===== src/shared/health_pkg.sv =====
// Shared constants and types for the health and status reporter.
package health_pkg;

  // ----------------------------------------------------------------
  // Register map (byte addresses on the APB bus)
  // ----------------------------------------------------------------
  localparam logic [7:0] OFF_CTRL     = 8'h00; // Mode, altitude source and altitude.
  localparam logic [7:0] OFF_ADDRESS  = 8'h04; // Aircraft address.
  localparam logic [7:0] OFF_POWERUP  = 8'h08; // Power-up test results.
  localparam logic [7:0] OFF_CPU_RES  = 8'h0C; // Processor test numeric result.
  localparam logic [7:0] OFF_WDOG     = 8'h10; // Watchdog service, any write.
  localparam logic [7:0] OFF_ACK_STAT = 8'h14; // Current acknowledge contents.
  localparam logic [7:0] OFF_CONT     = 8'h18; // Continuous test failure vector.

  // ----------------------------------------------------------------
  // Field positions
  // ----------------------------------------------------------------
  localparam int CTRL_MODE_LSB = 0;  // Two-bit operating mode.
  localparam int CTRL_ALT_SRC  = 2;  // One selects the internal altitude source.
  localparam int CTRL_ALT_LSB  = 16; // Sixteen-bit altitude value.
  localparam int PU_DONE       = 0;  // Software has finished the power-up tests.
  localparam int PU_RAM_OK     = 1;  // Working memory walking-ones test passed.
  localparam int PU_ROM_OK     = 2;  // Read-only memory test passed.
  localparam int PU_IO_OK      = 3;  // Input/output test passed.
  localparam int PU_TIMING_OK  = 4;  // Timing test passed.
  localparam int PU_CRC_OK     = 5;  // All image and parameter CRCs passed.
  localparam int PU_CAL_OK     = 6;  // Calibration checksum passed.
  localparam int NUM_CONT      = 9;  // Number of continuous tests besides the position feed.

  // Status byte zero bit positions.
  localparam int SB_POWERUP = 7;
  localparam int SB_CONT    = 6;
  localparam int SB_CPU     = 4;
  localparam int SB_CRC     = 3;
  localparam int SB_RAM     = 2;
  localparam int SB_CAL     = 1;

  // ----------------------------------------------------------------
  // Message and timing constants
  // ----------------------------------------------------------------
  localparam logic [7:0]  MSG_STATUS_REQ  = 8'h83;       // Detailed status request type.
  localparam logic [31:0] CPU_EXPECTED    = 32'h5A3C96E1; // Processor test answer.
  localparam logic [23:0] ADDR_ALL_ONES   = 24'hFFFFFF;   // Invalid aircraft address.
  localparam int          CLK_HZ          = 20000000;     // Clock rate.
  localparam int          GPS_PERIOD_MS   = 1000;         // Longest gap between fixes.
  localparam int          WDOG_PERIOD_MS  = 100;          // Longest gap between services.
  localparam int          GPS_CYCLES      = (CLK_HZ / 1000) * GPS_PERIOD_MS;
  localparam int          WDOG_CYCLES     = (CLK_HZ / 1000) * WDOG_PERIOD_MS;

  // ----------------------------------------------------------------
  // Types
  // ----------------------------------------------------------------
  typedef enum logic [1:0] {MODE_OFF, MODE_STANDBY, MODE_ON, MODE_ALT} mode_type;

  // Pins from the rest of the unit, all asynchronous to mclk.
  typedef struct packed {
    logic rx1_ok;      // First receiver healthy.
    logic rx2_ok;      // Second receiver healthy.
    logic hv_ok;       // Transmitter high-voltage supply in range.
    logic parity_err;  // Memory parity error seen.
    logic upset_err;   // Logic configuration upset seen.
    logic supply_ok;   // Input supply voltage in range.
    logic temp_ok;     // Internal temperature in range.
    logic gps_pulse;   // Rising edge marks each position fix; falling edges are ignored.
    logic weight_on_wheels_input;
    logic service_mode_input;
  } pin_type;

  // Acknowledge or detailed status message to the host.
  typedef struct packed {
    logic        detail;       // One for a detailed status response.
    logic        unit_fail_flag;
    logic        sys_fail;
    mode_type    mode;
    logic        alt_internal;
    logic [15:0] altitude;
    logic        weight_on_wheels;
    logic        service_mode;
    logic [7:0]  selftest_byte_zero;
  } ack_msg_type;

endpackage


===== src/verilog/health_status_reporter.sv =====
// Health and self-test status aggregation with acknowledge generation.
//
// How it works
// - Every host message gets an acknowledge.
// - System fail on GPS, address, supply loss.
// - Unit fail hidden while mode is off.
// - Acknowledge carries mode, altitude and discretes.
// - Type 0x83 request answered with detail.
// - Detail holds power-up and continuous results.
// - Bit 7 flags any power-up failure.
// - Power-up covers memories, IO, timing, processor, calibration.
// - Power-up failure latches until power cycle.
// - Bit 6 flags any continuous failure.
// - Continuous failure drives unit or system fail.
// - Continuous bit clears when all pass again.
// - Watchdog, parity, upset failures reset processor if none already active.
// - Bit 4 is logic-checked processor test verdict.
// - Bit 3 reports image and parameter CRCs.
// - Bit 2 reports walking-ones memory test.
// - Bit 1 set only with good calibration.
//
// Decided for this implementation: the register addresses and register access over APB.
`timescale 1ns/1ns

module health_status_reporter #(
  parameter int GPS_TIMEOUT  = health_pkg::GPS_CYCLES,  // Cycles without a fix.
  parameter int WDOG_TIMEOUT = health_pkg::WDOG_CYCLES  // Cycles without a service.
) (
  // Clock and reset.
  input  wire logic                    mclk,
  input  wire logic                    srst,
  // APB register port.
  input  wire logic                    psel,
  input  wire logic                    penable,
  input  wire logic                    pwrite,
  input  wire logic [7:0]              paddr,
  input  wire logic [31:0]             pwdata,
  output logic [31:0]                  prdata,
  output logic                         pready,
  output logic                         pslverr,
  // Host message decoder, same clock.
  input  wire logic                    msg_valid,
  input  wire logic [7:0]              msg_type,
  // Health pins from the unit.
  input  wire health_pkg::pin_type     pins,
  // Answer to the host and processor reset.
  output health_pkg::ack_msg_type      ack_msg,
  output logic                         ack_valid,
  output logic                         cpu_reset
);

  // ----------------------------------------------------------------
  // Pin synchronisers
  // ----------------------------------------------------------------

  health_pkg::pin_type pins_meta_r;  // First stage, read only by the second.
  health_pkg::pin_type pins_r;       // Second stage, safe to use.
  logic                gps_prev_r;   // Previous fix level for edge detection.

  // Two flip-flops on every pin before any logic reads it.
  always_ff @(posedge mclk) begin
    pins_meta_r <= pins;
    pins_r      <= pins_meta_r;
    gps_prev_r  <= pins_r.gps_pulse;
  end

  // ----------------------------------------------------------------
  // APB decode
  // ----------------------------------------------------------------

  wire logic setup_phase  = psel & ~penable;           // First cycle of a transfer.
  wire logic access_done  = psel & penable & pready;   // Edge at which the transfer ends.
  wire logic wr_done      = access_done & pwrite;      // Write takes effect here.
  wire logic hit_ctrl     = (paddr == health_pkg::OFF_CTRL);
  wire logic hit_address  = (paddr == health_pkg::OFF_ADDRESS);
  wire logic hit_powerup  = (paddr == health_pkg::OFF_POWERUP);
  wire logic hit_cpu      = (paddr == health_pkg::OFF_CPU_RES);
  wire logic hit_wdog     = (paddr == health_pkg::OFF_WDOG);
  wire logic hit_ack      = (paddr == health_pkg::OFF_ACK_STAT);
  wire logic hit_cont     = (paddr == health_pkg::OFF_CONT);
  wire logic mapped       = hit_ctrl | hit_address | hit_powerup | hit_cpu | hit_wdog
                            | hit_ack | hit_cont;

  // ----------------------------------------------------------------
  // Software registers
  // ----------------------------------------------------------------

  logic [31:0] ctrl_r;        // Mode, source and altitude.
  logic [23:0] address_r;     // Aircraft address.
  logic [6:0]  powerup_r;     // Power-up results as written by software.
  logic        cpu_checked_r; // Processor result has been checked.
  logic        cpu_ok_r;      // Processor result matched the expected answer.

  // Register writes take effect only at the completing access edge.
  always_ff @(posedge mclk) begin
    if (srst) begin
      ctrl_r        <= 32'h00000000;
      address_r     <= 24'h000000;
      powerup_r     <= 7'h00;
      cpu_checked_r <= 1'b0;
      cpu_ok_r      <= 1'b0;
    end else if (wr_done) begin
      if (hit_ctrl) begin
        ctrl_r <= pwdata;
      end
      if (hit_address) begin
        address_r <= pwdata[23:0];
      end
      if (hit_powerup) begin
        powerup_r <= pwdata[6:0];
      end
      if (hit_cpu) begin
        cpu_checked_r <= 1'b1;
        cpu_ok_r      <= (pwdata == health_pkg::CPU_EXPECTED);
      end
    end
  end

  // Decoded control fields.
  wire health_pkg::mode_type mode = health_pkg::mode_type'(ctrl_r[health_pkg::CTRL_MODE_LSB +: 2]);
  wire logic                 alt_internal = ctrl_r[health_pkg::CTRL_ALT_SRC];
  wire logic [15:0]          altitude     = ctrl_r[health_pkg::CTRL_ALT_LSB +: 16];

  // ----------------------------------------------------------------
  // Power-up tests
  // ----------------------------------------------------------------

  // Every power-up test must report a pass for the group to pass.
  wire logic pu_done    = powerup_r[health_pkg::PU_DONE];
  wire logic pu_all_ok  = powerup_r[health_pkg::PU_RAM_OK] & powerup_r[health_pkg::PU_ROM_OK]
                          & powerup_r[health_pkg::PU_IO_OK] & powerup_r[health_pkg::PU_TIMING_OK]
                          & powerup_r[health_pkg::PU_CRC_OK] & powerup_r[health_pkg::PU_CAL_OK]
                          & cpu_ok_r;
  wire logic pu_failing = (pu_done & ~pu_all_ok) | (cpu_checked_r & ~cpu_ok_r);

  logic pwrup_fail_r; // Latched power-up failure.

  // Once set, only a power cycle (reset) clears the power-up failure.
  always_ff @(posedge mclk) begin
    if (srst) begin
      pwrup_fail_r <= 1'b0;
    end else if (pu_failing) begin
      pwrup_fail_r <= 1'b1;
    end
  end

  // ----------------------------------------------------------------
  // Continuous tests
  // ----------------------------------------------------------------

  logic [31:0] gps_cnt_r;   // Cycles since the last position fix.
  logic [31:0] wdog_cnt_r;  // Cycles since the last watchdog service.
  logic        gps_lost_r;  // Position feed is too slow.
  logic        wdog_lost_r; // Watchdog not serviced in time.

  wire logic gps_edge   = pins_r.gps_pulse & ~gps_prev_r;
  wire logic wdog_kick  = wr_done & hit_wdog;

  // Gap counters for the position feed and watchdog; a fresh event clears the fault.
  always_ff @(posedge mclk) begin
    if (srst) begin
      gps_cnt_r   <= 32'h00000000;
      wdog_cnt_r  <= 32'h00000000;
      gps_lost_r  <= 1'b0;
      wdog_lost_r <= 1'b0;
    end else begin
      if (gps_edge) begin
        gps_cnt_r  <= 32'h00000000;
        gps_lost_r <= 1'b0;
      end else if (gps_cnt_r >= 32'(GPS_TIMEOUT - 1)) begin
        gps_lost_r <= 1'b1;
      end else begin
        gps_cnt_r <= gps_cnt_r + 32'h00000001;
      end
      if (wdog_kick) begin
        wdog_cnt_r  <= 32'h00000000;
        wdog_lost_r <= 1'b0;
      end else if (wdog_cnt_r >= 32'(WDOG_TIMEOUT - 1)) begin
        wdog_lost_r <= 1'b1;
      end else begin
        wdog_cnt_r <= wdog_cnt_r + 32'h00000001;
      end
    end
  end

  // An all-zero or all-one aircraft address is not valid.
  wire logic addr_bad = (address_r == 24'h000000) | (address_r == health_pkg::ADDR_ALL_ONES);

  // Failing tests, unit faults in the upper bits, system faults in the lower two.
  wire logic [health_pkg::NUM_CONT-1:0] cont_now = {
    ~pins_r.rx1_ok,
    ~pins_r.rx2_ok,
    wdog_lost_r,
    ~pins_r.hv_ok,
    pins_r.parity_err,
    pins_r.upset_err,
    ~pins_r.temp_ok,
    addr_bad,
    ~pins_r.supply_ok
  };

  logic [health_pkg::NUM_CONT-1:0] cont_r; // Registered failure vector.
  logic                            gps_r;  // Registered position feed loss.

  // Each failure holds while its test fails and drops when the test passes again.
  always_ff @(posedge mclk) begin
    if (srst) begin
      cont_r <= '0;
      gps_r  <= 1'b0;
    end else begin
      cont_r <= cont_now;
      gps_r  <= gps_lost_r;
    end
  end

  // Split into unit-related and system-related failures.
  wire logic unit_cont = |cont_r[health_pkg::NUM_CONT-1:2];
  wire logic sys_cont  = |cont_r[1:0] | gps_r;
  wire logic cont_fail = unit_cont | sys_cont;

  // Unit failures are shown only outside the off mode; system failures are always shown.
  wire logic annunciate = (mode != health_pkg::MODE_OFF);
  wire logic unit_fail  = annunciate & (pwrup_fail_r | unit_cont);
  wire logic sys_fail   = sys_cont;

  // ----------------------------------------------------------------
  // Processor reset
  // ----------------------------------------------------------------

  // Watchdog, parity and configuration faults each warrant a restart.
  wire logic crit_fail = wdog_lost_r | pins_r.parity_err | pins_r.upset_err;

  logic crit_prev_r; // Critical fault level one cycle ago.
  logic cpu_reset_r; // One-cycle processor reset pulse.

  // Pulse once each time the combined critical fault level rises.
  always_ff @(posedge mclk) begin
    if (srst) begin
      crit_prev_r <= 1'b0;
      cpu_reset_r <= 1'b0;
    end else begin
      crit_prev_r <= crit_fail;
      cpu_reset_r <= crit_fail & ~crit_prev_r;
    end
  end

  // ----------------------------------------------------------------
  // Status byte zero
  // ----------------------------------------------------------------

  // Pass bits read one only once their test has run and passed.
  wire logic [7:0] status0;
  assign status0[health_pkg::SB_POWERUP] = pwrup_fail_r;
  assign status0[health_pkg::SB_CONT]    = cont_fail;
  assign status0[5]                      = 1'b0;
  assign status0[health_pkg::SB_CPU]     = cpu_checked_r & cpu_ok_r;
  assign status0[health_pkg::SB_CRC]     = pu_done & powerup_r[health_pkg::PU_CRC_OK];
  assign status0[health_pkg::SB_RAM]     = pu_done & powerup_r[health_pkg::PU_RAM_OK];
  assign status0[health_pkg::SB_CAL]     = pu_done & powerup_r[health_pkg::PU_CAL_OK];
  assign status0[0]                      = 1'b0;

  // ----------------------------------------------------------------
  // Acknowledge generation
  // ----------------------------------------------------------------

  health_pkg::ack_msg_type ack_nxt;   // Message built from current state.
  health_pkg::ack_msg_type ack_r;     // Last message sent.
  logic                    ack_valid_r; // One-cycle strobe with each message.

  // Assemble the message; a status request also gets the detail byte.
  always_comb begin
    ack_nxt                    = '0;
    ack_nxt.detail             = (msg_type == health_pkg::MSG_STATUS_REQ);
    ack_nxt.unit_fail_flag     = unit_fail;
    ack_nxt.sys_fail           = sys_fail;
    ack_nxt.mode               = mode;
    ack_nxt.alt_internal       = alt_internal;
    ack_nxt.altitude           = altitude;
    ack_nxt.weight_on_wheels   = pins_r.weight_on_wheels_input;
    ack_nxt.service_mode       = pins_r.service_mode_input;
    ack_nxt.selftest_byte_zero = ack_nxt.detail ? status0 : 8'h00;
  end

  // Every received message is answered the next cycle.
  always_ff @(posedge mclk) begin
    if (srst) begin
      ack_r       <= '0;
      ack_valid_r <= 1'b0;
    end else begin
      ack_valid_r <= msg_valid;
      if (msg_valid) begin
        ack_r <= ack_nxt;
      end
    end
  end

  // ----------------------------------------------------------------
  // APB read path and response
  // ----------------------------------------------------------------

  // Read data selected by address.
  wire logic [31:0] rd_mux =
      hit_ctrl    ? ctrl_r :
      hit_address ? {8'h00, address_r} :
      hit_powerup ? {25'h0000000, powerup_r} :
      hit_cpu     ? {30'h00000000, cpu_ok_r, cpu_checked_r} :
      hit_ack     ? {22'h000000, unit_fail, sys_fail, status0} :
      hit_cont    ? {22'h000000, gps_r, cont_r} :
      32'h00000000;

  logic [31:0] prdata_r;  // Read data captured in the setup cycle.
  logic        pready_r;  // Ready in the access cycle, zero wait states.
  logic        pslverr_r; // Error for unmapped addresses.

  // Capture the answer during setup so that it is stable for the access phase.
  always_ff @(posedge mclk) begin
    if (srst) begin
      prdata_r  <= 32'h00000000;
      pready_r  <= 1'b0;
      pslverr_r <= 1'b0;
    end else begin
      pready_r  <= setup_phase;
      pslverr_r <= setup_phase & ~mapped;
      if (setup_phase) begin
        prdata_r <= pwrite ? 32'h00000000 : rd_mux;
      end
    end
  end

  // ----------------------------------------------------------------
  // Outputs
  // ----------------------------------------------------------------

  assign prdata    = prdata_r;
  assign pready    = pready_r;
  assign pslverr   = pslverr_r;
  assign ack_msg   = ack_r;
  assign ack_valid = ack_valid_r;
  assign cpu_reset = cpu_reset_r;

endmodule


===== config.mk =====
export PLATFORM = sky130hd
export DESIGN_NAME = health_status_reporter
export DESIGN_NICKNAME = d
export VERILOG_FILES = /design/src/shared/health_pkg.sv /design/src/verilog/health_status_reporter.sv
export SDC_FILE = /design/constraint.sdc
export NUM_CORES = 1
export LEC_CHECK = 0
export ABC_AREA = 1
export BUFFER_PORTS_ARGS = -buffer_cell sky130_fd_sc_hd__buf_2
export CAP_MARGIN = 20
export CORE_ASPECT_RATIO = 0.8
export CORE_UTILIZATION = 44
export DETAILED_ROUTE_END_ITERATION = 8
export GPL_TIMING_DRIVEN = 0
export HOLD_SLACK_MARGIN = 0.03
export SETUP_SLACK_MARGIN = 0.2
export SYNTH_ARGS = -nofsm -noshare
export SYNTH_HDL_FRONTEND = slang
export SYNTH_SLANG_ARGS = --single-unit

===== constraint.sdc =====
create_clock -name mclk -period 2 [get_ports mclk]
set_input_delay 0.2 -clock mclk [delete_from_list [all_inputs] [get_ports mclk]]
set_output_delay 0.2 -clock mclk [all_outputs]
set_load 0.05 [all_outputs]

# Yosys cells after proc, flatten, opt, wreduce, memory -nomap -nowiden
# Cells that the tools add are included.
# word_totals
register_bits,232
latch_bits,0
ram_bits,0
romBits,0
input_bits,64
out_inout_bits,68
word_cells,125
mem_count,0
# op_classes
addsub,2
multipliers,0
n_div,0
order_cmp,2
eq_ne,9
shift,0
n_mux,8
bitwise,45
n_reduce_logical,11
# ops
cell,n
$add A32 B1 Y32 const B,2
$mux W32,2
$mux W10,4
$eq A32 B31 Y1 const B,1
$ge A32 B21 Y1 const B,1
$ge A32 B25 Y1 const B,1
$eq A24 B24 Y1 const B,1
$eq A8 B5 Y1 const B,3
$logic_not A24 Y1,1
$mux W24,1
$and A1 B1 Y1,21
$eq A8 B4 Y1 const B,2
$or A1 B1 Y1,13
$not A1 Y1,11
$eq A8 B3 Y1 const B,1
$eq A8 B8 Y1 const B,1
$logic_not A8 Y1,1
$mux W8,1
$reduce_and A2 Y1,4
$reduce_or A7 Y1,1
$reduce_or A2 Y1,3
$reduce_bool A2 Y1,1

# Depth between registers and ports, before layout
# logic_depth
depth_word,9
ltp_mapped,12
mapped_depth_nobuf,11

# Worst setup path after synthesis
# Ideal clock, no wire load.
# synth_path
path_kind,flip-flop to flip-flop
start,"reg pready_r, in the netlist pready"
end,reg address_r[14]
setup_time_ps,119
arrival_time_ps,1726
required_ps,1881
path_slack_ps,155
stages_incl_launch_ff,7
path_buffers,1
period_less_slack_ps,1845
cell_sequence,dfxtp_1 > nand4_1 > nor2_2 > inv_1 > clkbuf_1 > o21ai_0 > a21oi_1
# synth_between
elab_chain_len,3
# synth_rtl
item,line_no,text
"start, declared",health_status_reporter.sv:312,logic pready_r;
"start signal, assigned",health_status_reporter.sv:322,pready_r <= setup_phase;
$and A1 B1 Y1,health_status_reporter.sv:72,wire logic access_done = psel & penable & pready;
$and A1 B1 Y1,health_status_reporter.sv:73,wire logic wr_done = access_done & pwrite;
$reduce_and A2 Y1 (no line),--,
"end signal, assigned",health_status_reporter.sv:107,address_r <= pwdata[23:0];
"end, declared",health_status_reporter.sv:89,logic [23:0] address_r;
# No other way between the ends.
# A chain may end at the register's enable or synchronous reset.

# Worst setup path after layout
# layout_path
start,reg gps_cnt_r[1]
end,reg gps_cnt_r[4]
# layout_between
elab_chain_len,1
word_cells_on_any_way,2
classes_between,add/sub: 1; order compare: 1
# layout_rtl
item,line_no,text
"start, declared",health_status_reporter.sv:151,logic [31:0] gps_cnt_r;
"start signal, assigned",health_status_reporter.sv:173,gps_cnt_r <= gps_cnt_r + 32'h00000001;
$add A32 B1 Y32 or $ge A32 B25 Y1 (tied branches),"health_status_reporter.sv:173, health_status_reporter.sv:170",
# Several ways; a longest one is shown, not always the timed one.

==> results.py <==
metrics = {
    "status": {
        "status": "complete, no violations",
    },
    "critical_path": {
        "critPathTopFamily": "simple AND/OR/NAND/NOR gates",
        "slowest_stage": "dfxtp_4",
        "worstSetupPathType": "reg2reg",
        "cp_max_fo": 10,
        "required_ps": 2430,
        "cp.arrival_ps": 2130,
        "crit_chain": "ha_4 -> nand3_4 -> inv_2 -> nand2_2 -> clkinv_2 -> nand3_2 -> nand2_2 -> nand2_4 -> buf_4 -> nand3_1 -> a21oi_1",
        "crit_top_cell": "nand2_2",
        "path_buf_inv": 3,
        "cpPeakStageDelay_ps": 360,
        "cp-start-kind": "flip-flop",
        "end_kind": "flip-flop",
    },
    "clock_tree": {
        "cts_tree": "yes",
        "clkTransAtPathRegs_ps": 60,
        "htreeDepth": 1,
        "cts_made_buffers": 24,
        "clkSinkCount": 230,
        "clockBufferDepth": 3,
        "cts_root_buffer": "clkbuf_16",
        "clk_latency_ps": 520,
    },
    "routing": {
        "detail_route.drc_violations": 0,
        "vias_per_cell": 5.15,
        "via_count": 9560,
        "first_pass_iters": 5,
        "dr.first_iter.drc_count": 873,
        "drt-total-wl_um": 29100,
        "wl_per_cell_um": 15.7,
        "ant_nets": 0,
    },
    "grt": {
        "grt_first_pass_wirelength_um": 45500,
        "grt_max_degree": 15,
        "grt.total_usage_pct": 25.3,
        "grt_overflow": 0,
        "grt_pass1_vias": 8484,
        "antenna_found_initial": 0,
    },
    "synth": {
        "synth_area_um2": 9780,
        "syn_inst": 1336,
        "ys.flop_type": "dfxtp_1",
        "synth-edff-count": 0,
        "yosysTopAreaCell": "dfxtp_1",
        "synth_warnings": 0,
        "synth-seq-cells": 230,
        "syn_area_per_cell_um2": 7.32,
        "synth-seq-area-share_pct": 47.1,
        "synth.area.top_cells": "dfxtp_1 47%, nand2_1 11%, a21oi_1 8.1%, nor2_1 6.8%, nand3_1 4.6%",
        "async_reset_ff_share_pct": 0,
        "yosys.area.top_type_share_pct": 47.1,
        "yosys-top-cells-count": "275 x nand2_1, 230 x dfxtp_1, 178 x nor2_1",
        "yosysMostFrequentCell": "nand2_1",
        "yosysUniqueCellTypes": 39,
    },
    "sta": {
        "fin_crit_ps": 1710,
        "fin_ws_ps": 293,
        "max-slew-margin-rel_pct": 50.5,
        "hold_viol": 0,
        "tightest_slew_ps": 742,
        "hold_ws_ps": 47.3,
        "period_share_pct": 85.3,
        "finClkSkew_ps": 21.0,
        "slew_viol_final": 0,
        "max_freq_mhz": 586,
        "setup_viol": 0,
        "grt_setup_unrepaired": "yes",
    },
    "placement": {
        "place_ws_ps": -14.8,
        "placed_cell_area_um2": 10800,
        "placed_cells": 1765,
        "io_buffers": 128,
        "gp_congestion": 0.922,
        "hpwl_um": 21500,
    },
    "floorplan": {
        "io_pins": 132,
        "dieHeight_um": 135,
        "initial_core_util_pct": 45.1,
        "rows": 48,
        "core_area_um2": 21700,
        "die-area_um2": 22800,
        "die_w_um": 169,
    },
    "layout": {
        "post_layout_nonfiller_instances": 1856,
        "area_growth_pct": 24.7,
        "drive_gt1_share_pct": 15.9,
        "final_cell_area_um2": 12200,
        "nets": 1606,
        "antenna-diode-count": 0,
    },
    "worst_hold_path": {
        "hp-class": "in2reg",
    },
    "run": {
        "cap_viol_max_count": 0,
    },
    "power_and_ir_drop": {
        "leakage_nw": 4.97,
        "power.density_nw_per_um2": 822,
        "ir_drop_mv": 0.736,
    },
}
flip-flops by register name, summed over array words and instances (netlist names), 2 cells and up:
| register | cells |
|---|---|
| ctrl_r | 32 |
| prdata | 32 |
| ack_nxt | 2 |
| cont_r | 9 |
| ack_msg | 30 |
| pins_meta_r | 10 |
| wdog_cnt_r | 32 |
| gps_cnt_r | 32 |
| cont_now | 2 |
| powerup_r | 7 |
| address_r | 24 |
| pins_r | 6 |
kinds of logic after synthesis:
family	count (synthesis)	share of synthesized area [%]
AO/OA/AOI/OAI	276	15.0
XOR/XNOR	30	2.69
adder cells (fa/ha/maj)	2	0.256
buffers and inverters	181	7.76
flip-flops	230	47.1
other	1	0.0384
AND/OR/NAND/NOR	616	27.2
layout make-up:
cell class / instances / area [um2]
inverters: 119 / 448
plain buffers: 62 / 322
multi-input cells: 926 / 4480
flip-flops and latches: 230 / 4620
fillers: 2120 / 9490
repair buffers: 177 / 1110
clock inverters: 8 / 144
well taps: 300 / 375
clock buffers: 34 / 699
cells in the final DEF, fill, tap and decap left out, types with 3 or more instances in the layout:
| cell | instances |
|---|---|
| buf_1 | 6 |
| nor4_1 | 15 |
| nand2_1 | 275 |
| xor2_1 | 16 |
| dfxtp_2 | 4 |
| inv_1 | 108 |
| nand3_1 | 90 |
| dfxtp_1 | 223 |
| a32oi_1 | 11 |
| a21oi_1 | 158 |
| nor2_1 | 176 |
| nand3b_1 | 11 |
| dlygate4sd3_1 | 37 |
| buf_6 | 3 |
| dfxtp_4 | 3 |
| nor3_1 | 11 |
| buf_4 | 20 |
| bufinv_16 | 4 |
| a211oi_1 | 7 |
| o21ai_0 | 88 |
| xnor2_1 | 14 |
| nor2_2 | 6 |
| clkinv_2 | 4 |
| a31oi_1 | 4 |
| clkbuf_1 | 31 |
| inv_2 | 8 |
| nand4_1 | 16 |
| nor2_4 | 3 |
| clkbuf_8 | 4 |
| nand2_2 | 4 |
| clkbuf_16 | 25 |
| buf_2 | 144 |
| o21ai_1 | 3 |
power breakdown:
part           internal (W)  leakage (nW)  switching, W
clock network       0.00294         0.415       0.00180
registers           0.00465          1.87     0.0000445
logic              0.000190          2.68      0.000395
total               0.00778          4.97       0.00224
per-layer routing:
metal / up-vias / GRT usage [%] / share of wire, %
met5: - / 0 / 0
met4: 0 / 5.45 / 1.8
met3: 40 / 4.12 / 7.0
met2: 340 / 37.9 / 42
met1: 4390 / 37.8 / 49
li1: 4790 / - / -
worst reg2reg max path, delay by kind of cell (launching register included):
family | cells | cell delay (ps)
AND/OR/NAND/NOR | 6 | 600
buffers and inverters | 3 | 370
AO/OA/AOI/OAI | 1 | 150
flip-flops | 1 | 360
adder cells (fa/ha/maj) | 1 | 170
timing repair:
action | CTS | global route
pin swaps | 2 | 4
resized for setup | 11 | 17
endpoints found under the hold margin | 48 | 0
buffers inserted | 4 | 7
hold buffers | 38 | 0
setup endpoints to repair | 84 | 51
per-stage QoR:
stage	total power, W	utilization, %	setup TNS [ps]
2_1_floorplan	0.00509	-	0
3_5_place_dp	0.00531	49.8	-101
4_1_cts	0.0101	55.8	0
5_1_grt	0.0103	56.2	0
3_3_place_gp	0.00530	49.8	-116
6_report	0.0100	56.2	0
worst paths after layout:
| path | start | end | slack, ps | depth (start not counted) |
|---|---|---|---|---|
| setup / recovery | gps_cnt_r[1]$_SDFFE_PP0N_ | gps_cnt_r[4]$_SDFFE_PP0N_ | 290 | 11 |
| hold reg to reg | pins_meta_r[9]$_DFF_P_ | pins_r[9]$_DFF_P_ | 320 | 0 |
| hold / removal | pwdata[19] | address_r[19]$_SDFFE_PP0P_ | 50 | 3 |
| setup reg to reg | gps_cnt_r[1]$_SDFFE_PP0N_ | gps_cnt_r[4]$_SDFFE_PP0N_ | 290 | 11 |
Note: power is estimated with default switching activity, not from simulation.
